File: src/stm_defines.vh
// Constants for the SDRAM timing and mode control block.
// Assumes inclusion by bare name from the design file.
`ifndef STM_DEFINES_VH
`define STM_DEFINES_VH
// -------------------------------------------------------------
// Register offsets (byte addresses on the bus)
// -------------------------------------------------------------
`define STM_OFF_CTRL 4'h0
`define STM_OFF_STAT 4'h4
// -------------------------------------------------------------
// Control register fields and reset value
// -------------------------------------------------------------
`define STM_MODE_HI 7
`define STM_MODE_LO 5
`define STM_CYC_BIT 4
`define STM_LAT_BIT 2
`define STM_ACT_BIT 1
`define STM_PRE_BIT 0
`define STM_CTRL_RST 8'h00
`define STM_CTRL_WMASK 8'hF7
// -------------------------------------------------------------
// Mode-select codes
// -------------------------------------------------------------
`define STM_MODE_SELF 3'h0
`define STM_MODE_N156 3'h1
`define STM_MODE_N78 3'h2
`define STM_MODE_RSVD 3'h3
`define STM_MODE_NOP 3'h4
`define STM_MODE_PRE 3'h5
`define STM_MODE_MRS 3'h6
`define STM_MODE_CBR 3'h7
// -------------------------------------------------------------
// SDRAM commands {cs_n, ras_n, cas_n, we_n}
// -------------------------------------------------------------
`define STM_CMD_DESEL 4'h8
`define STM_CMD_NOP 4'h7
`define STM_CMD_ACT 4'h3
`define STM_CMD_RD 4'h5
`define STM_CMD_WR 4'h4
`define STM_CMD_PRE 4'h2
`define STM_CMD_REF 4'h1
`define STM_CMD_MRS 4'h0
// -------------------------------------------------------------
// Timing figures in SDRAM clocks
// -------------------------------------------------------------
`define STM_TRAS_0 4'h5
`define STM_TRAS_1 4'h6
`define STM_TRC_0 4'h7
`define STM_TRC_1 4'h8
`define STM_T3 4'h3
`define STM_T2 4'h2
// Refresh intervals in ns, counts derived at 50 ns per clock
`define STM_REF156_NS 15600
`define STM_REF78_NS 7800
`define STM_CLK_NS 50
`define STM_REF156_CYC (`STM_REF156_NS / `STM_CLK_NS)
`define STM_REF78_CYC (`STM_REF78_NS / `STM_CLK_NS)
`endif

File: src/stm_ctrl.v
// SDRAM timing and mode control: register, special init commands,
// and a simple one-access-at-a-time SDRAM command sequencer.
// Assumes an AXI4-Lite master and a host request port held until ack.
//
// Functional notes
// - Mode-register-set mode: each host cycle becomes an MRS command.
// - CAS_BEFORE_RAS_REFRESH mode: each host cycle becomes a CAS-before-RAS refresh.
// - Cycle-time bit: 0 gives 5/7 clocks, 1 gives 6/8.
// - Read latency bit: 0 gives three clocks, 1 gives two.
// - Activate-to-command bit: 0 gives three clocks, 1 gives two.
// - Precharge bit: 0 gives three clocks, 1 gives two.
// - Mode defaults to self-refresh; 001 and 010 refresh normally.
// - NOP mode: each host cycle becomes a no-operation command.
// - Precharge mode: each host cycle becomes all-bank precharge.
`include "stm_defines.vh"
`timescale 1ns/1ps
`default_nettype none

module stm_ctrl #(
  parameter REF156 = `STM_REF156_CYC,
  parameter REF78 = `STM_REF78_CYC
) (
  // Clock, enable, reset
  input wire REF_CLK,
  input wire CE,
  input wire RST,
  // AXI4-Lite slave
  input wire [3:0] AWADDR,
  input wire AWVALID,
  output reg AWREADY,
  input wire [31:0] WDATA,
  input wire [3:0] WSTRB,
  input wire WVALID,
  output reg WREADY,
  output reg [1:0] BRESP,
  output reg BVALID,
  input wire BREADY,
  input wire [3:0] ARADDR,
  input wire ARVALID,
  output reg ARREADY,
  output reg [31:0] RDATA,
  output reg [1:0] RRESP,
  output reg RVALID,
  input wire RREADY,
  // Host access port
  input wire HOST_REQ,
  input wire HOST_WR,
  input wire [13:0] HOST_ADDR,
  output reg HOST_ACK,
  output reg HOST_RDATA_VLD,
  // SDRAM side
  output reg [3:0] MEM_CMD,
  output reg [11:0] MEM_ADDR_BUS_A,
  output reg [11:0] INVERTED_MEM_ADDR_COPY,
  output reg MEM_BANK_SELECT,
  output reg MEM_CKE
);

  // -------------------------------------------------------------
  // Register state
  // -------------------------------------------------------------
  reg [7:0] ctrl;
  reg aw_got, w_got;
  reg [3:0] aw_q;
  reg [7:0] w_q;
  reg w_lane;
  wire [2:0] dram_op_mode_sel = ctrl[`STM_MODE_HI:`STM_MODE_LO];

  // Bus write: address and data taken in either order
  always @(posedge REF_CLK or posedge RST) begin
    if (RST) begin
      ctrl <= `STM_CTRL_RST;
      aw_got <= 1'b0;
      w_got <= 1'b0;
      aw_q <= 4'h0;
      w_q <= 8'h00;
      w_lane <= 1'b0;
      AWREADY <= 1'b1;
      WREADY <= 1'b1;
      BVALID <= 1'b0;
      BRESP <= 2'b00;
    end else if (CE) begin
      if (AWVALID && AWREADY) begin
        aw_q <= AWADDR;
        aw_got <= 1'b1;
        AWREADY <= 1'b0;
      end
      if (WVALID && WREADY) begin
        w_q <= WDATA[7:0];
        w_lane <= WSTRB[0];
        w_got <= 1'b1;
        WREADY <= 1'b0;
      end
      if (aw_got && w_got && !BVALID) begin
        BVALID <= 1'b1;
        BRESP <= (aw_q == `STM_OFF_CTRL || aw_q == `STM_OFF_STAT) ?
                 2'b00 : 2'b10;
        if (aw_q == `STM_OFF_CTRL && w_lane)
          ctrl <= w_q & `STM_CTRL_WMASK;
      end
      if (BVALID && BREADY) begin
        BVALID <= 1'b0;
        aw_got <= 1'b0;
        w_got <= 1'b0;
        AWREADY <= 1'b1;
        WREADY <= 1'b1;
      end
    end
  end

  // -------------------------------------------------------------
  // Sequencer
  // -------------------------------------------------------------
  localparam S_IDLE = 3'd0;
  localparam S_ACT = 3'd1;
  localparam S_RW = 3'd2;
  localparam S_LAT = 3'd3;
  localparam S_PRE = 3'd4;
  localparam S_SPEC = 3'd5;
  reg [2:0] state;
  reg [3:0] cnt;
  reg [3:0] ras_left;
  reg [3:0] t_cl, t_rp;
  reg [13:0] ref_cnt;
  reg ref_due;
  reg is_wr, pre_sent;
  wire normal = (dram_op_mode_sel == `STM_MODE_N156) ||
                (dram_op_mode_sel == `STM_MODE_N78);
  wire [13:0] ref_lim = (dram_op_mode_sel == `STM_MODE_N78) ?
                        REF78[13:0] : REF156[13:0];
  wire ref_wrap = normal && (ref_cnt >= ref_lim - 14'h0001);

  // Command, address and timing latch per access
  always @(posedge REF_CLK or posedge RST) begin
    if (RST) begin
      state <= S_IDLE;
      cnt <= 4'h0;
      ras_left <= 4'h0;
      t_cl <= `STM_T3;
      t_rp <= `STM_T3;
      pre_sent <= 1'b0;
      ref_cnt <= 14'h0000;
      ref_due <= 1'b0;
      is_wr <= 1'b0;
      HOST_ACK <= 1'b0;
      HOST_RDATA_VLD <= 1'b0;
      MEM_CMD <= `STM_CMD_NOP;
      MEM_ADDR_BUS_A <= 12'h000;
      INVERTED_MEM_ADDR_COPY <= 12'hFFF;
      MEM_BANK_SELECT <= 1'b0;
      MEM_CKE <= 1'b0;
    end else if (CE) begin
      HOST_ACK <= 1'b0;
      HOST_RDATA_VLD <= 1'b0;
      MEM_CMD <= `STM_CMD_NOP;
      // periodic refresh only in normal modes
      if (!normal || ref_wrap)
        ref_cnt <= 14'h0000;
      else
        ref_cnt <= ref_cnt + 14'h0001;
      ref_due <= ref_due | ref_wrap;
      // Self-refresh keeps clock enable low
      MEM_CKE <= (dram_op_mode_sel != `STM_MODE_SELF);
      if (ras_left != 4'h0)
        ras_left <= ras_left - 4'h1;
      if (cnt != 4'h0)
        cnt <= cnt - 4'h1;
      case (state)
        S_IDLE: begin
          if (cnt == 4'h0 && ras_left == 4'h0) begin // tRP has run out
            // timing latched in every idle cycle once tRP has run out
            t_cl <= ctrl[`STM_LAT_BIT] ? `STM_T2 : `STM_T3;
            t_rp <= ctrl[`STM_PRE_BIT] ? `STM_T2 : `STM_T3;
            if (normal && ref_due) begin
              ref_due <= ref_wrap; // a new period due now wins
              MEM_CMD <= `STM_CMD_REF;
              cnt <= (ctrl[`STM_CYC_BIT] ? `STM_TRC_1 : `STM_TRC_0) - 4'h1;
            end else if (HOST_REQ && normal) begin
              MEM_CMD <= `STM_CMD_ACT;
              MEM_BANK_SELECT <= HOST_ADDR[13];
              MEM_ADDR_BUS_A <= HOST_ADDR[11:0];
              INVERTED_MEM_ADDR_COPY <= ~HOST_ADDR[11:0];
              is_wr <= HOST_WR;
              pre_sent <= 1'b0;
              cnt <= (ctrl[`STM_ACT_BIT] ? `STM_T2 : `STM_T3) - 4'h1;
              ras_left <= (ctrl[`STM_CYC_BIT] ? `STM_TRAS_1 :
                           `STM_TRAS_0) - 4'h1;
              state <= S_ACT;
            end else if (HOST_REQ && dram_op_mode_sel[2]) begin
              MEM_BANK_SELECT <= HOST_ADDR[12];
              MEM_ADDR_BUS_A <= HOST_ADDR[11:0];
              INVERTED_MEM_ADDR_COPY <= ~HOST_ADDR[11:0];
              case (dram_op_mode_sel)
                `STM_MODE_NOP: MEM_CMD <= `STM_CMD_NOP;
                `STM_MODE_PRE: begin
                  MEM_CMD <= `STM_CMD_PRE;
                  MEM_ADDR_BUS_A <= HOST_ADDR[11:0] | 12'h400;
                  INVERTED_MEM_ADDR_COPY <= ~(HOST_ADDR[11:0] | 12'h400);
                end
                // mode register set from host address
                `STM_MODE_MRS: MEM_CMD <= `STM_CMD_MRS;
                default: MEM_CMD <= `STM_CMD_REF;
              endcase
              HOST_ACK <= 1'b1;
              cnt <= `STM_T2;
              state <= S_SPEC;
            end
          end
        end
        S_ACT: begin
          if (cnt == 4'h0) begin
            MEM_CMD <= is_wr ? `STM_CMD_WR : `STM_CMD_RD;
            MEM_ADDR_BUS_A <= {2'b00, HOST_ADDR[11:10] & 2'b10,
                               HOST_ADDR[7:0]};
            INVERTED_MEM_ADDR_COPY <= ~{2'b00, HOST_ADDR[11:10] & 2'b10,
                                        HOST_ADDR[7:0]};
            HOST_ACK <= is_wr;
            cnt <= is_wr ? 4'h0 : t_cl - 4'h1;
            state <= is_wr ? S_PRE : S_LAT;
          end
        end
        S_LAT: begin
          if (ras_left == 4'h0 && !pre_sent) begin // row closes early
            MEM_CMD <= `STM_CMD_PRE;
            ras_left <= t_rp - 4'h1;
            pre_sent <= 1'b1;
          end
          if (cnt == 4'h0) begin
            HOST_RDATA_VLD <= 1'b1;
            HOST_ACK <= 1'b1;
            state <= S_PRE;
          end
        end
        S_PRE: begin
          if (pre_sent)
            state <= S_IDLE;
          else if (ras_left == 4'h0) begin
            MEM_CMD <= `STM_CMD_PRE;
            ras_left <= t_rp - 4'h1;
            state <= S_IDLE;
          end
        end
        S_SPEC: begin
          // Wait for the host to drop its request before the next one
          if (cnt == 4'h0 && !HOST_REQ)
            state <= S_IDLE;
        end
        default: state <= S_IDLE;
      endcase
    end
  end

  // Bus read of control and live status
  always @(posedge REF_CLK or posedge RST) begin
    if (RST) begin
      ARREADY <= 1'b1;
      RVALID <= 1'b0;
      RDATA <= 32'h0000_0000;
      RRESP <= 2'b00;
    end else if (CE) begin
      if (ARVALID && ARREADY) begin
        ARREADY <= 1'b0;
        RVALID <= 1'b1;
        RRESP <= 2'b00;
        if (ARADDR == `STM_OFF_CTRL)
          RDATA <= {24'h00_0000, ctrl};
        else if (ARADDR == `STM_OFF_STAT)
          RDATA <= {24'h00_0000, ref_due, MEM_CKE, 3'b000, state};
        else begin
          RDATA <= 32'h0000_0000;
          RRESP <= 2'b10;
        end
      end else if (RVALID && RREADY) begin
        RVALID <= 1'b0;
        ARREADY <= 1'b1;
      end
    end
  end

endmodule // stm_ctrl
`default_nettype wire

File: config.mk
export PLATFORM = sky130hd
export DESIGN_NAME = stm_ctrl
export DESIGN_NICKNAME = d
export VERILOG_FILES = /design/src/stm_ctrl.v
export VERILOG_INCLUDE_DIRS = /design/src
export SDC_FILE = /design/constraint.sdc
export NUM_CORES = 1
export LEC_CHECK = 0
export ABC_AREA = 1
export ABC_CLOCK_PERIOD_IN_PS = 3700
export BUFFER_PORTS_ARGS = -buffer_cell sky130_fd_sc_hd__buf_2
export CAP_MARGIN = 0
export CORE_ASPECT_RATIO = 1.1
export CORE_UTILIZATION = 47
export CTS_CLUSTER_DIAMETER = 60
export CTS_CLUSTER_SIZE = 12
export DETAILED_ROUTE_END_ITERATION = 10
export MAX_ROUTING_LAYER = met4
export PLACE_DENSITY = 0.86
export SLEW_MARGIN = 15
export SYNTH_ARGS = -nofsm -noshare
export SYNTH_HDL_FRONTEND = slang
export SYNTH_SLANG_ARGS = --single-unit
export TNS_END_PERCENT = 20
File: constraint.sdc
create_clock -name REF_CLK -period 3.7 [get_ports REF_CLK]
set_input_delay 1.11 -clock REF_CLK [delete_from_list [all_inputs] [get_ports REF_CLK]]
set_output_delay 1.11 -clock REF_CLK [all_outputs]
set_load 0.01 [all_outputs]
==> impl_metrics.ini, run 1 <==
[clocking]
clkTransAtPathRegs_ns = 0.09
cts_resized = 0
h-tree-depth = 3
cts_buffers = 9
post-cts-setup-buffers = 0
clk_latency_ns = 0.36
clock-sinks = 96
cts_tree = done
postCtsHoldBufs = 0
cts_buffer_depth = 2
cts-root-buf = clkbuf_8

[timing]
tightest_slew_ns = 0.7076
fin_crit_sh = 0.6711
hold_viol_final = 0
fin_skew_ns = 0.01159
slew_headroom = 0.5277
fin_setup_tns_ns = 0
setup_viol = 0
timing.fmax_mhz = 402.7
finalCriticalPeriod_ns = 2.483
slew_viol_final = 0
finalHoldWorstSlack_ns = 0.4762
rsz0062_at_grt = false

[synth]
syn_area_per_cell_um2 = 8.169
yosys_warnings = 0
synth-simple-area-share = 0.2211
synth_area_leaders = dfrtp_1, nand2_1, dfstp_2
synth_seq_cells = 96
synth.area.mux_share = 0
synth_top_family_by_area = simple AND/OR/NAND/NOR gates
netlist_area_um2 = 4877
netlist-cell-type-count = 41
synth_top_area_share = 0.3899
synth-adder-area-share = 0.01283
synth_compound_area_frac = 0.1319
seq_area_frac_synth = 0.4977
synth_edf_count = 0
ys.flop_type = dfrtp_1
async_reset_ff_frac = 1.000
synth_xor_area_frac = 0.01616
synth_area_leader_cell = dfrtp_1
synthCells = 597

[global_routing]
first_global_vias = 3810
grtUsageTotal = 0.2127
antenna_found_initial = 0
grt_overflow = 0
grt_pass1_wl_mm = 17.61
grt_start_max_net_pins = 49

[cells_and_area]
areaGrowthSynthToFinish_pct = 13.13
final_common_cell = nand2_1
final_layout_size_suffix_gt1_frac = 0.2253
final_cell_mix = nand2_1, buf_2, dfrtp_1
final_cells = 808
final_core_util = 0.5526
diodes = 0
nNetsFinal = 756

[outcome]
status = finished clean

[flow_run]
cap_violations = 0

[die]
dieArea_um2 = 10790
die_h_um = 108.8
dieWidth_um = 99.13
ioPinCount = 141
start_util = 0.4885
rows = 38
fp.coreArea_um2 = 9985

[pwr]
p_per_area_nw_per_um2 = 706.5
vdd_drop_max_uv = 349.4
leakagePower_nw = 2.907

[routing]
dr.pass1.iters = 5
drt_iter0_drc = 278
post-route-drc-count = 0
via_count = 4131
routed_wirelength_mm = 10.42
final_antenna_net_count = 0
drt-vias-per-instance = 5.113
avgRoutedWirePerCell_um = 12.90

[critical_path]
crit_required_ns = 3.93
cp_slowest_cell = nand3_1
crit_path_start_kind = primary input
arrival_ns = 2.72
worstPathCellList = buf_2 > inv_2 > nor4_1 > nand3_1 > nand2_1 > o21ai_1
worstPathMaxFanout = 19
end_kind = flip-flop
path_class = in2reg
cp_slowest_stage_delay_ns = 0.42

[min_path]
hp-class = reg2reg

[placement]
place.gp.congestion = 0.9200
placed_cells = 791
hpwl_mm = 7.820
io_buffer_count = 84
-- registers in the layout (all words and copies together), names as in the netlist, 3 cells and up, named ones only --
register,cells
ref_cnt,14
INVERTED_MEM_ADDR_COPY,12
MEM_ADDR_BUS_A,12
RDATA,7
ctrl,7
w_q,7
aw_q,4
cnt,4
ras_left,4
MEM_CMD,3
state,3
-- cell usage after synthesis (all sizes together) (8+ instances only) --
| cell | number |
|---|---|
| nor2 | 35 |
| nand2 | 168 |
| a21oi | 24 |
| buf | 33 |
| dfstp | 20 |
| o21ai | 70 |
| nand3 | 33 |
| clkbuf | 8 |
| dfrtp | 76 |
| inv | 80 |
| nor3 | 8 |
-- path summary, 6_finish.rpt --
| kind | slack (ns) | depth (start not counted) | start | to |
|---|---|---|---|---|
| worst max-delay path | 1.22 | 6 | CE | ctrl[4]$_DFFE_PP0P_ |
| worst min-delay path | 0.48 | 2 | INVERTED_MEM_ADDR_COPY[4]$_DFFE_PP1P_ | INVERTED_MEM_ADDR_COPY[4]$_DFFE_PP1P_ |
| worst max register to register | 1.55 | 10 | ras_left[0]$_DFFE_PP0P_ | MEM_ADDR_BUS_A[10]$_DFFE_PP0P_ |
| worst min register to register | 0.48 | 2 | INVERTED_MEM_ADDR_COPY[4]$_DFFE_PP1P_ | INVERTED_MEM_ADDR_COPY[4]$_DFFE_PP1P_ |
| max in group asynchronous | 2.03 | 3 | RST | INVERTED_MEM_ADDR_COPY[6]$_DFFE_PP1P_ |
| min in group asynchronous | 0.83 | 2 | RST | ref_cnt[8]$_DFFE_PP0P_ |
-- power by group --
group / switching [mW] / internal (mW)
combinational: 0.992 / 0.574
clock: 0.359 / 0.282
sequential: 0.222 / 1.47
-- kinds of logic (layout without fill, tap and decap cells) --
group | count (synthesis) | count (layout)
buffers and inverters | 121 | 185
xor gates and xnor gates | 9 | 9
and+or+nand+nor | 250 | 250
AOI/OAI and AO/OA | 115 | 115
adders and majority gates | 5 | 5
other | 1 | 28
DFF | 96 | 96
-- layout make-up --
| type | instances | area (µm²) |
|---|---|---|
| fillers | 922 | 4467 |
| flip-flops and latches | 96 | 2427 |
| multi-input cells | 407 | 1977 |
| repair buffers | 89 | 478.0 |
| inverters | 80 | 301.5 |
| clock buffers | 12 | 155.1 |
| well taps | 120 | 150.1 |
| clock inverters | 4 | 28.78 |
-- through the flow --
stage	setup slack [ns]	area, µm²	power (mW)
after floorplan	0.1177	4979	2.804
after global placement	0.8917	5306	3.178
after detailed placement	0.8308	5306	3.239
after CTS	1.213	5490	3.883
after global routing	0.9739	5518	4.208
final	1.217	5518	3.898
-- layer usage --
layer | wire [µm] | GRT usage
met2 | 4930 | 0.3561
met5 | 0 | -
met3 | 737 | 0.03654
met1 | 4561 | 0.2634
met4 | 192 | 0.07248
-- critical path, delay by kind of cell --
family | cells | cell delay (ns)
AOI/OAI and AO/OA | 1 | 0.08
buffers and inverters | 2 | 0.52
and+or+nand+nor | 3 | 0.99
(Power assumes the default switching activity.)
==> inputs of run 2 (changes only) <==
--- a/config.mk
+++ b/config.mk
@@ -7,16 +7,16 @@
 export NUM_CORES = 1
 export LEC_CHECK = 0
 export ABC_AREA = 1
-export ABC_CLOCK_PERIOD_IN_PS = 3700
+export ABC_CLOCK_PERIOD_IN_PS = 2350
 export BUFFER_PORTS_ARGS = -buffer_cell sky130_fd_sc_hd__buf_2
 export CAP_MARGIN = 0
 export CORE_ASPECT_RATIO = 1.1
-export CORE_UTILIZATION = 47
+export CORE_UTILIZATION = 52
 export CTS_CLUSTER_DIAMETER = 60
 export CTS_CLUSTER_SIZE = 12
 export DETAILED_ROUTE_END_ITERATION = 10
 export MAX_ROUTING_LAYER = met4
-export PLACE_DENSITY = 0.86
+export PLACE_DENSITY = 0.9
 export SLEW_MARGIN = 15
 export SYNTH_ARGS = -nofsm -noshare
 export SYNTH_HDL_FRONTEND = slang
==> constraint.sdc (replaced) <==
create_clock -name REF_CLK -period 2.35 [get_ports REF_CLK]
set_input_delay 0.705 -clock REF_CLK [delete_from_list [all_inputs] [get_ports REF_CLK]]
set_output_delay 0.705 -clock REF_CLK [all_outputs]
set_load 0.01 [all_outputs]
==> run 2 against run 1 <==
Net effect:
- die area fell by 9.4%
- via count is 4.4% higher
- global-route usage grew 2.7 points
- worst setup slack lost 1.0 ns
- combinational power is 64% higher
- clock skew down 0.0041 ns
- critical path depth grew 3
- register-to-register slack worse by 1.4 ns
- sequential share of layout area shrank 1.0 points
- flip-flop and latch count is the same
==> impl_metrics.ini, run 2 (synthesized netlist as in run 1, its figures left out) <==
[outcome]
status = finished clean

[clocking]
cts_buffer_depth = 2
cts_buffers = 9
clkTransAtPathRegs_ns = 0.09
clock-sinks = 96
cts-root-buf = clkbuf_8
postCtsHoldBufs = 0
clk_latency_ns = 0.37
h-tree-depth = 3
cts_tree = done

[global_routing]
grt_pass1_wl_mm = 17.68
grt_overflow = 0
grtUsageTotal = 0.2393
first_global_vias = 3902
grt_start_max_net_pins = 97
antenna_found_initial = 1

[critical_path]
cp_slowest_cell = dfrtp_1
critPathBufInv = 1
cp_slowest_stage_delay_ns = 0.39
worstPathCellList = inv_1 > ha_1 > nand3_2 > nor2_4 > nor2_2 > nor2_4 > o211ai_4 > nand2_1 > o21ai_2
worstPathMaxFanout = 24
arrival_ns = 2.41
path_class = reg2reg
crit_required_ns = 2.59
worstReg2RegStart = ras_left[0]$_DFFE_PP0P_
crit_path_frequent_cell = nor2_4
crit_family = simple AND/OR/NAND/NOR gates
end_kind = flip-flop
crit_path_start_kind = flip-flop
crit_path_start = ras_left[0]$_DFFE_PP0P_

[timing]
timing.fmax_mhz = 461.4
rsz0062_at_grt = false
setup_viol = 0
fin_skew_ns = 0.007448
fin_crit_sh = 0.9222
finalCriticalPeriod_ns = 2.167
slew_viol_final = 0
finalHoldWorstSlack_ns = 0.4420
fin_setup_tns_ns = 0
tightest_slew_ns = 0.7070
slew_headroom = 0.5264
hold_viol_final = 0

[cells_and_area]
areaGrowthSynthToFinish_pct = 15.78
final_common_cell = nand2_1
final_layout_size_suffix_gt1_frac = 0.2301
registers.top_by_ff_count = ref_cnt
largest_reg_flops = 14
nNetsFinal = 759
fillers = 771
reg_top3 = ref_cnt (14), INVERTED_MEM_ADDR_COPY (12), MEM_ADDR_BUS_A (12)
final_cell_mix = nand2_1, buf_2, dfrtp_1

[routing]
via_count = 4312
dr.pass1.iters = 6
post-route-drc-count = 0
drt_iter0_drc = 370
drt-vias-per-instance = 5.350
routed_wirelength_mm = 11.32
avgRoutedWirePerCell_um = 14.04
final_antenna_net_count = 0

[pwr]
p_per_area_nw_per_um2 = 1192
leakagePower_nw = 2.960
vdd_drop_max_uv = 591.2

[die]
rows = 36
fp.coreArea_um2 = 8964
ioPinCount = 141
dieArea_um2 = 9771
die_h_um = 103.6
start_util = 0.5441
dieWidth_um = 94.34

[placement]
place.gp.congestion = 0.9346
hpwl_mm = 7.948
io_buffer_count = 84

[flow_run]
cap_violations = 0

[min_path]
hp-class = in2async
[run 2: worst reg2reg max path, stage by stage, from the launching register on]
cell	delay, ns
dfrtp_1	0.39
inv_1	0.16
ha_1	0.24
nand3_2	0.18
nor2_4	0.24
nor2_2	0.09
nor2_4	0.22
o211ai_4	0.27
nand2_1	0.17
o21ai_2	0.06
[run 2: per-stage QoR]
stage	power (mW)	utilization	std cells	instance area, µm²	setup slack, ns
finish	6.729	0.6300	806	5647	0.1828
detailed placement	5.163	0.5953	788	5336	0.1090
floorplan	4.415	-	624	4982	0.5277
CTS	6.670	0.6269	804	5619	0.08134
global placement	4.994	0.5953	788	5336	0.1961
global route	7.198	0.6300	806	5647	0.02067
[run 2: power by group]
| group | switching (mW) | leakage (nW) | internal (mW) |
|---|---|---|---|
| Sequential | 0.366 | 1.19 | 2.32 |
| Combinational | 1.67 | 1.62 | 0.902 |
| Clock | 0.558 | 0.140 | 0.920 |
[run 2: what timing repair did]
| action | CTS | global route |
|---|---|---|
| endpoints found under the setup margin | 0 | 25 |
| gates resized for setup | 0 | 2 |
| setup buffers | 0 | 0 |
[run 2: cell type report]
type | count | area [µm²] | area share
flip-flops and latches | 96 | 2427 | 0.4299
clock buffers | 10 | 127.6 | 0.02260
inverters | 80 | 304.0 | 0.05384
multi-input cells | 408 | 2002 | 0.3545
repair buffers | 91 | 485.5 | 0.08597
well taps | 114 | 142.6 | 0.02526
clock inverters | 6 | 155.1 | 0.02748
diodes | 1 | 2.502 | 0.0004432
[run 2: per-layer routing]
| layer | up-vias | share of wire | global-route usage |
|---|---|---|---|
| met5 | - | 0 | - |
| met4 | 0 | 0.028 | 0.1022 |
| met3 | 34 | 0.088 | 0.05653 |
| met2 | 226 | 0.49 | 0.3778 |
| met1 | 2009 | 0.40 | 0.2909 |
| li1 | 2043 | - | - |
[run 2: worst paths after layout]
check / endpoint / slack, ns / cells past startpoint
min in group REF_CLK: INVERTED_MEM_ADDR_COPY[10]$_DFFE_PP1P_ / 0.48 / 2
worst max-delay path: MEM_ADDR_BUS_A[2]$_DFFE_PP0P_ / 0.18 / 9
worst min register to register: INVERTED_MEM_ADDR_COPY[10]$_DFFE_PP1P_ / 0.48 / 2
worst min-delay path: MEM_ADDR_BUS_A[3]$_DFFE_PP0P_ / 0.44 / 3
worst max register to register: MEM_ADDR_BUS_A[2]$_DFFE_PP0P_ / 0.18 / 9
max in group asynchronous: WREADY$_DFFE_PP1P_ / 1.49 / 3
==> inputs of run 3 (changes only) <==
--- a/config.mk
+++ b/config.mk
@@ -10,13 +10,14 @@
 export ABC_CLOCK_PERIOD_IN_PS = 2350
 export BUFFER_PORTS_ARGS = -buffer_cell sky130_fd_sc_hd__buf_2
 export CAP_MARGIN = 0
-export CORE_ASPECT_RATIO = 1.1
-export CORE_UTILIZATION = 52
+export CELL_PAD_IN_SITES_DETAIL_PLACEMENT = 1
+export CELL_PAD_IN_SITES_GLOBAL_PLACEMENT = 1
+export CORE_UTILIZATION = 38
 export CTS_CLUSTER_DIAMETER = 60
 export CTS_CLUSTER_SIZE = 12
 export DETAILED_ROUTE_END_ITERATION = 10
 export MAX_ROUTING_LAYER = met4
-export PLACE_DENSITY = 0.9
+export PLACE_DENSITY = 0.91
 export SLEW_MARGIN = 15
 export SYNTH_ARGS = -nofsm -noshare
 export SYNTH_HDL_FRONTEND = slang
==> run 3 against run 2 <==
Net effect:
- clock skew down 0.0027 ns
- die area rose by 36%
- critical path depth unchanged
- total power is 1.4% higher
- sequential share of layout area down 0.65 points
- non-clock buffer count is 1 lower
==> impl_metrics.ini, run 3 (synthesized netlist as in run 1, its figures left out) <==
[clocking]
postCtsHoldBufs = 0
clk_latency_ns = 0.35
h-tree-depth = 3
clkTransAtPathRegs_ns = 0.07
cts_tree = done
cts_buffer_depth = 2
cts_buffers = 9
clock-sinks = 96
cts-root-buf = clkbuf_16

[die]
rows = 41
dieWidth_um = 115.3
dieArea_um2 = 13290
ioPinCount = 141
die_h_um = 115.3
fp.coreArea_um2 = 12570
start_util = 0.3881

[cells_and_area]
areaGrowthSynthToFinish_pct = 17.55
registers.top_by_ff_count = ref_cnt
diodes = 0
largest_reg_flops = 14
final_layout_size_suffix_gt1_frac = 0.2333
nNetsFinal = 758
final_common_cell = nand2_1
reg_top3 = ref_cnt (14), INVERTED_MEM_ADDR_COPY (12), MEM_ADDR_BUS_A (12)
final_cell_mix = nand2_1, buf_2, dfrtp_1

[placement]
hpwl_mm = 9.699
io_buffer_count = 84
place.gp.congestion = 0.8683
post-place-ws_ns = 0.007815

[outcome]
status = finished clean

[min_path]
whs_path_depth = 2
hp-class = reg2reg
worstHoldEndpoint = INVERTED_MEM_ADDR_COPY[5]$_DFFE_PP1P_
hold_path.startpoint = INVERTED_MEM_ADDR_COPY[5]$_DFFE_PP1P_

[timing]
slew_headroom = 0.5288
timing.fmax_mhz = 453.9
rsz0062_at_grt = true
setup_viol = 0
finalCriticalPeriod_ns = 2.203
fin_crit_sh = 0.9375
fin_skew_ns = 0.004796
hold_viol_final = 0
tightest_slew_ns = 0.7034
setup_ws_ns = 0.1468
slew_viol_final = 0
fin_setup_tns_ns = 0

[pwr]
leakagePower_nw = 2.958
p_per_area_nw_per_um2 = 1190
vdd_drop_max_uv = 549.0

[critical_path]
r2r-end = MEM_ADDR_BUS_A[4]$_DFFE_PP0P_
cp_slowest_cell = dfrtp_1
arrival_ns = 2.42
crit_family = simple AND/OR/NAND/NOR gates
path_class = reg2reg
cp_slowest_stage_delay_ns = 0.41
worstPathMaxFanout = 24
worstPathCellList = inv_1 > ha_1 > nand3_4 > nor2_4 > nor2_2 > nor2_4 > o211ai_4 > nand2_1 > o21ai_2
worstReg2RegStart = cnt[0]$_DFFE_PP0P_
critPathBufInv = 1
crit_path_frequent_cell = nor2_4
end_kind = flip-flop
r2r_cells = 9
crit_path_start_kind = flip-flop
crit_cells = 9
r2r_slack_ns = 0.15
crit_required_ns = 2.56

[routing]
final_antenna_net_count = 0
routed_wirelength_mm = 13.48
post-route-drc-count = 0
drt-vias-per-instance = 5.030
dr.pass1.iters = 4
via_count = 4336
avgRoutedWirePerCell_um = 15.64
drt_iter0_drc = 186

[global_routing]
grt_pass1_wl_mm = 22.21
antenna_found_initial = 0
grt_overflow = 0
first_global_vias = 4645
grt_start_max_net_pins = 97
grtUsageTotal = 0.2245

[flow_run]
cap_violations = 0
## run 3: repair_timing
action | 4_1_cts | 5_1_grt
cloned | 1 | 0
setup buffers | 0 | 0
resized for setup | 1 | 4
pin swaps | 1 | 1
setup endpoints to repair | 3 | 22
## run 3: layer usage
layer  share of wire  global-route usage
met1            0.40              0.2422
met2            0.52              0.3984
met3           0.054             0.04639
met4           0.026             0.09697
met5               0                   -
## run 3: worst max path at each step
stage	endpoint	start	slack (ns)
after floorplan	BRESP[1]$_DFFE_PP0P_	RST	0.53
after global placement	MEM_ADDR_BUS_A[4]$_DFFE_PP0P_	cnt[0]$_DFFE_PP0P_	0.17
after detailed placement	INVERTED_MEM_ADDR_COPY[4]$_DFFE_PP1P_	cnt[0]$_DFFE_PP0P_	0.008
after CTS	MEM_ADDR_BUS_A[11]$_DFFE_PP0P_	ras_left[0]$_DFFE_PP0P_	0.11
after global routing	MEM_ADDR_BUS_A[3]$_DFFE_PP0P_	cnt[0]$_DFFE_PP0P_	-0.002
final	MEM_ADDR_BUS_A[4]$_DFFE_PP0P_	cnt[0]$_DFFE_PP0P_	0.15
## run 3: worst min-delay path, stage by stage (launching register included)
cell	delay (ns)
dfstp_2	0.37
nand2_1	0.05
o21ai_1	0.05
## run 3: metrics by stage
stage / hold slack (ns) / instances / util / instance area [µm²] / power, mW
2_1_floorplan: 0.4274 / 624 / - / 4982 / 4.415
3_5_place_dp: 0.4659 / 845 / 0.4298 / 5401 / 5.275
3_3_place_gp: 0.4587 / 845 / 0.4298 / 5401 / 5.049
6_report: 0.4765 / 862 / 0.4561 / 5733 / 6.820
4_1_cts: 0.4765 / 862 / 0.4553 / 5722 / 6.866
5_1_grt: 0.4940 / 862 / 0.4561 / 5733 / 7.328
## run 3: layout make-up
| type | count | area (µm²) |
|---|---|---|
| clock buffer | 11 | 242.7 |
| sequential | 96 | 2427 |
| timing repair buffer | 90 | 478.0 |
| tap | 172 | 215.2 |
| inverter | 80 | 304.0 |
| clock inverter | 5 | 56.30 |
| multi-input combinational | 408 | 2009 |
| fill | 1571 | 6835 |
## run 3: power by group
group / total, mW / internal, mW / switching [mW]
Combinational: 2.64 / 0.905 / 1.74
Clock: 1.47 / 0.852 / 0.619
Sequential: 2.71 / 2.32 / 0.389
Total: 6.82 / 4.08 / 2.74
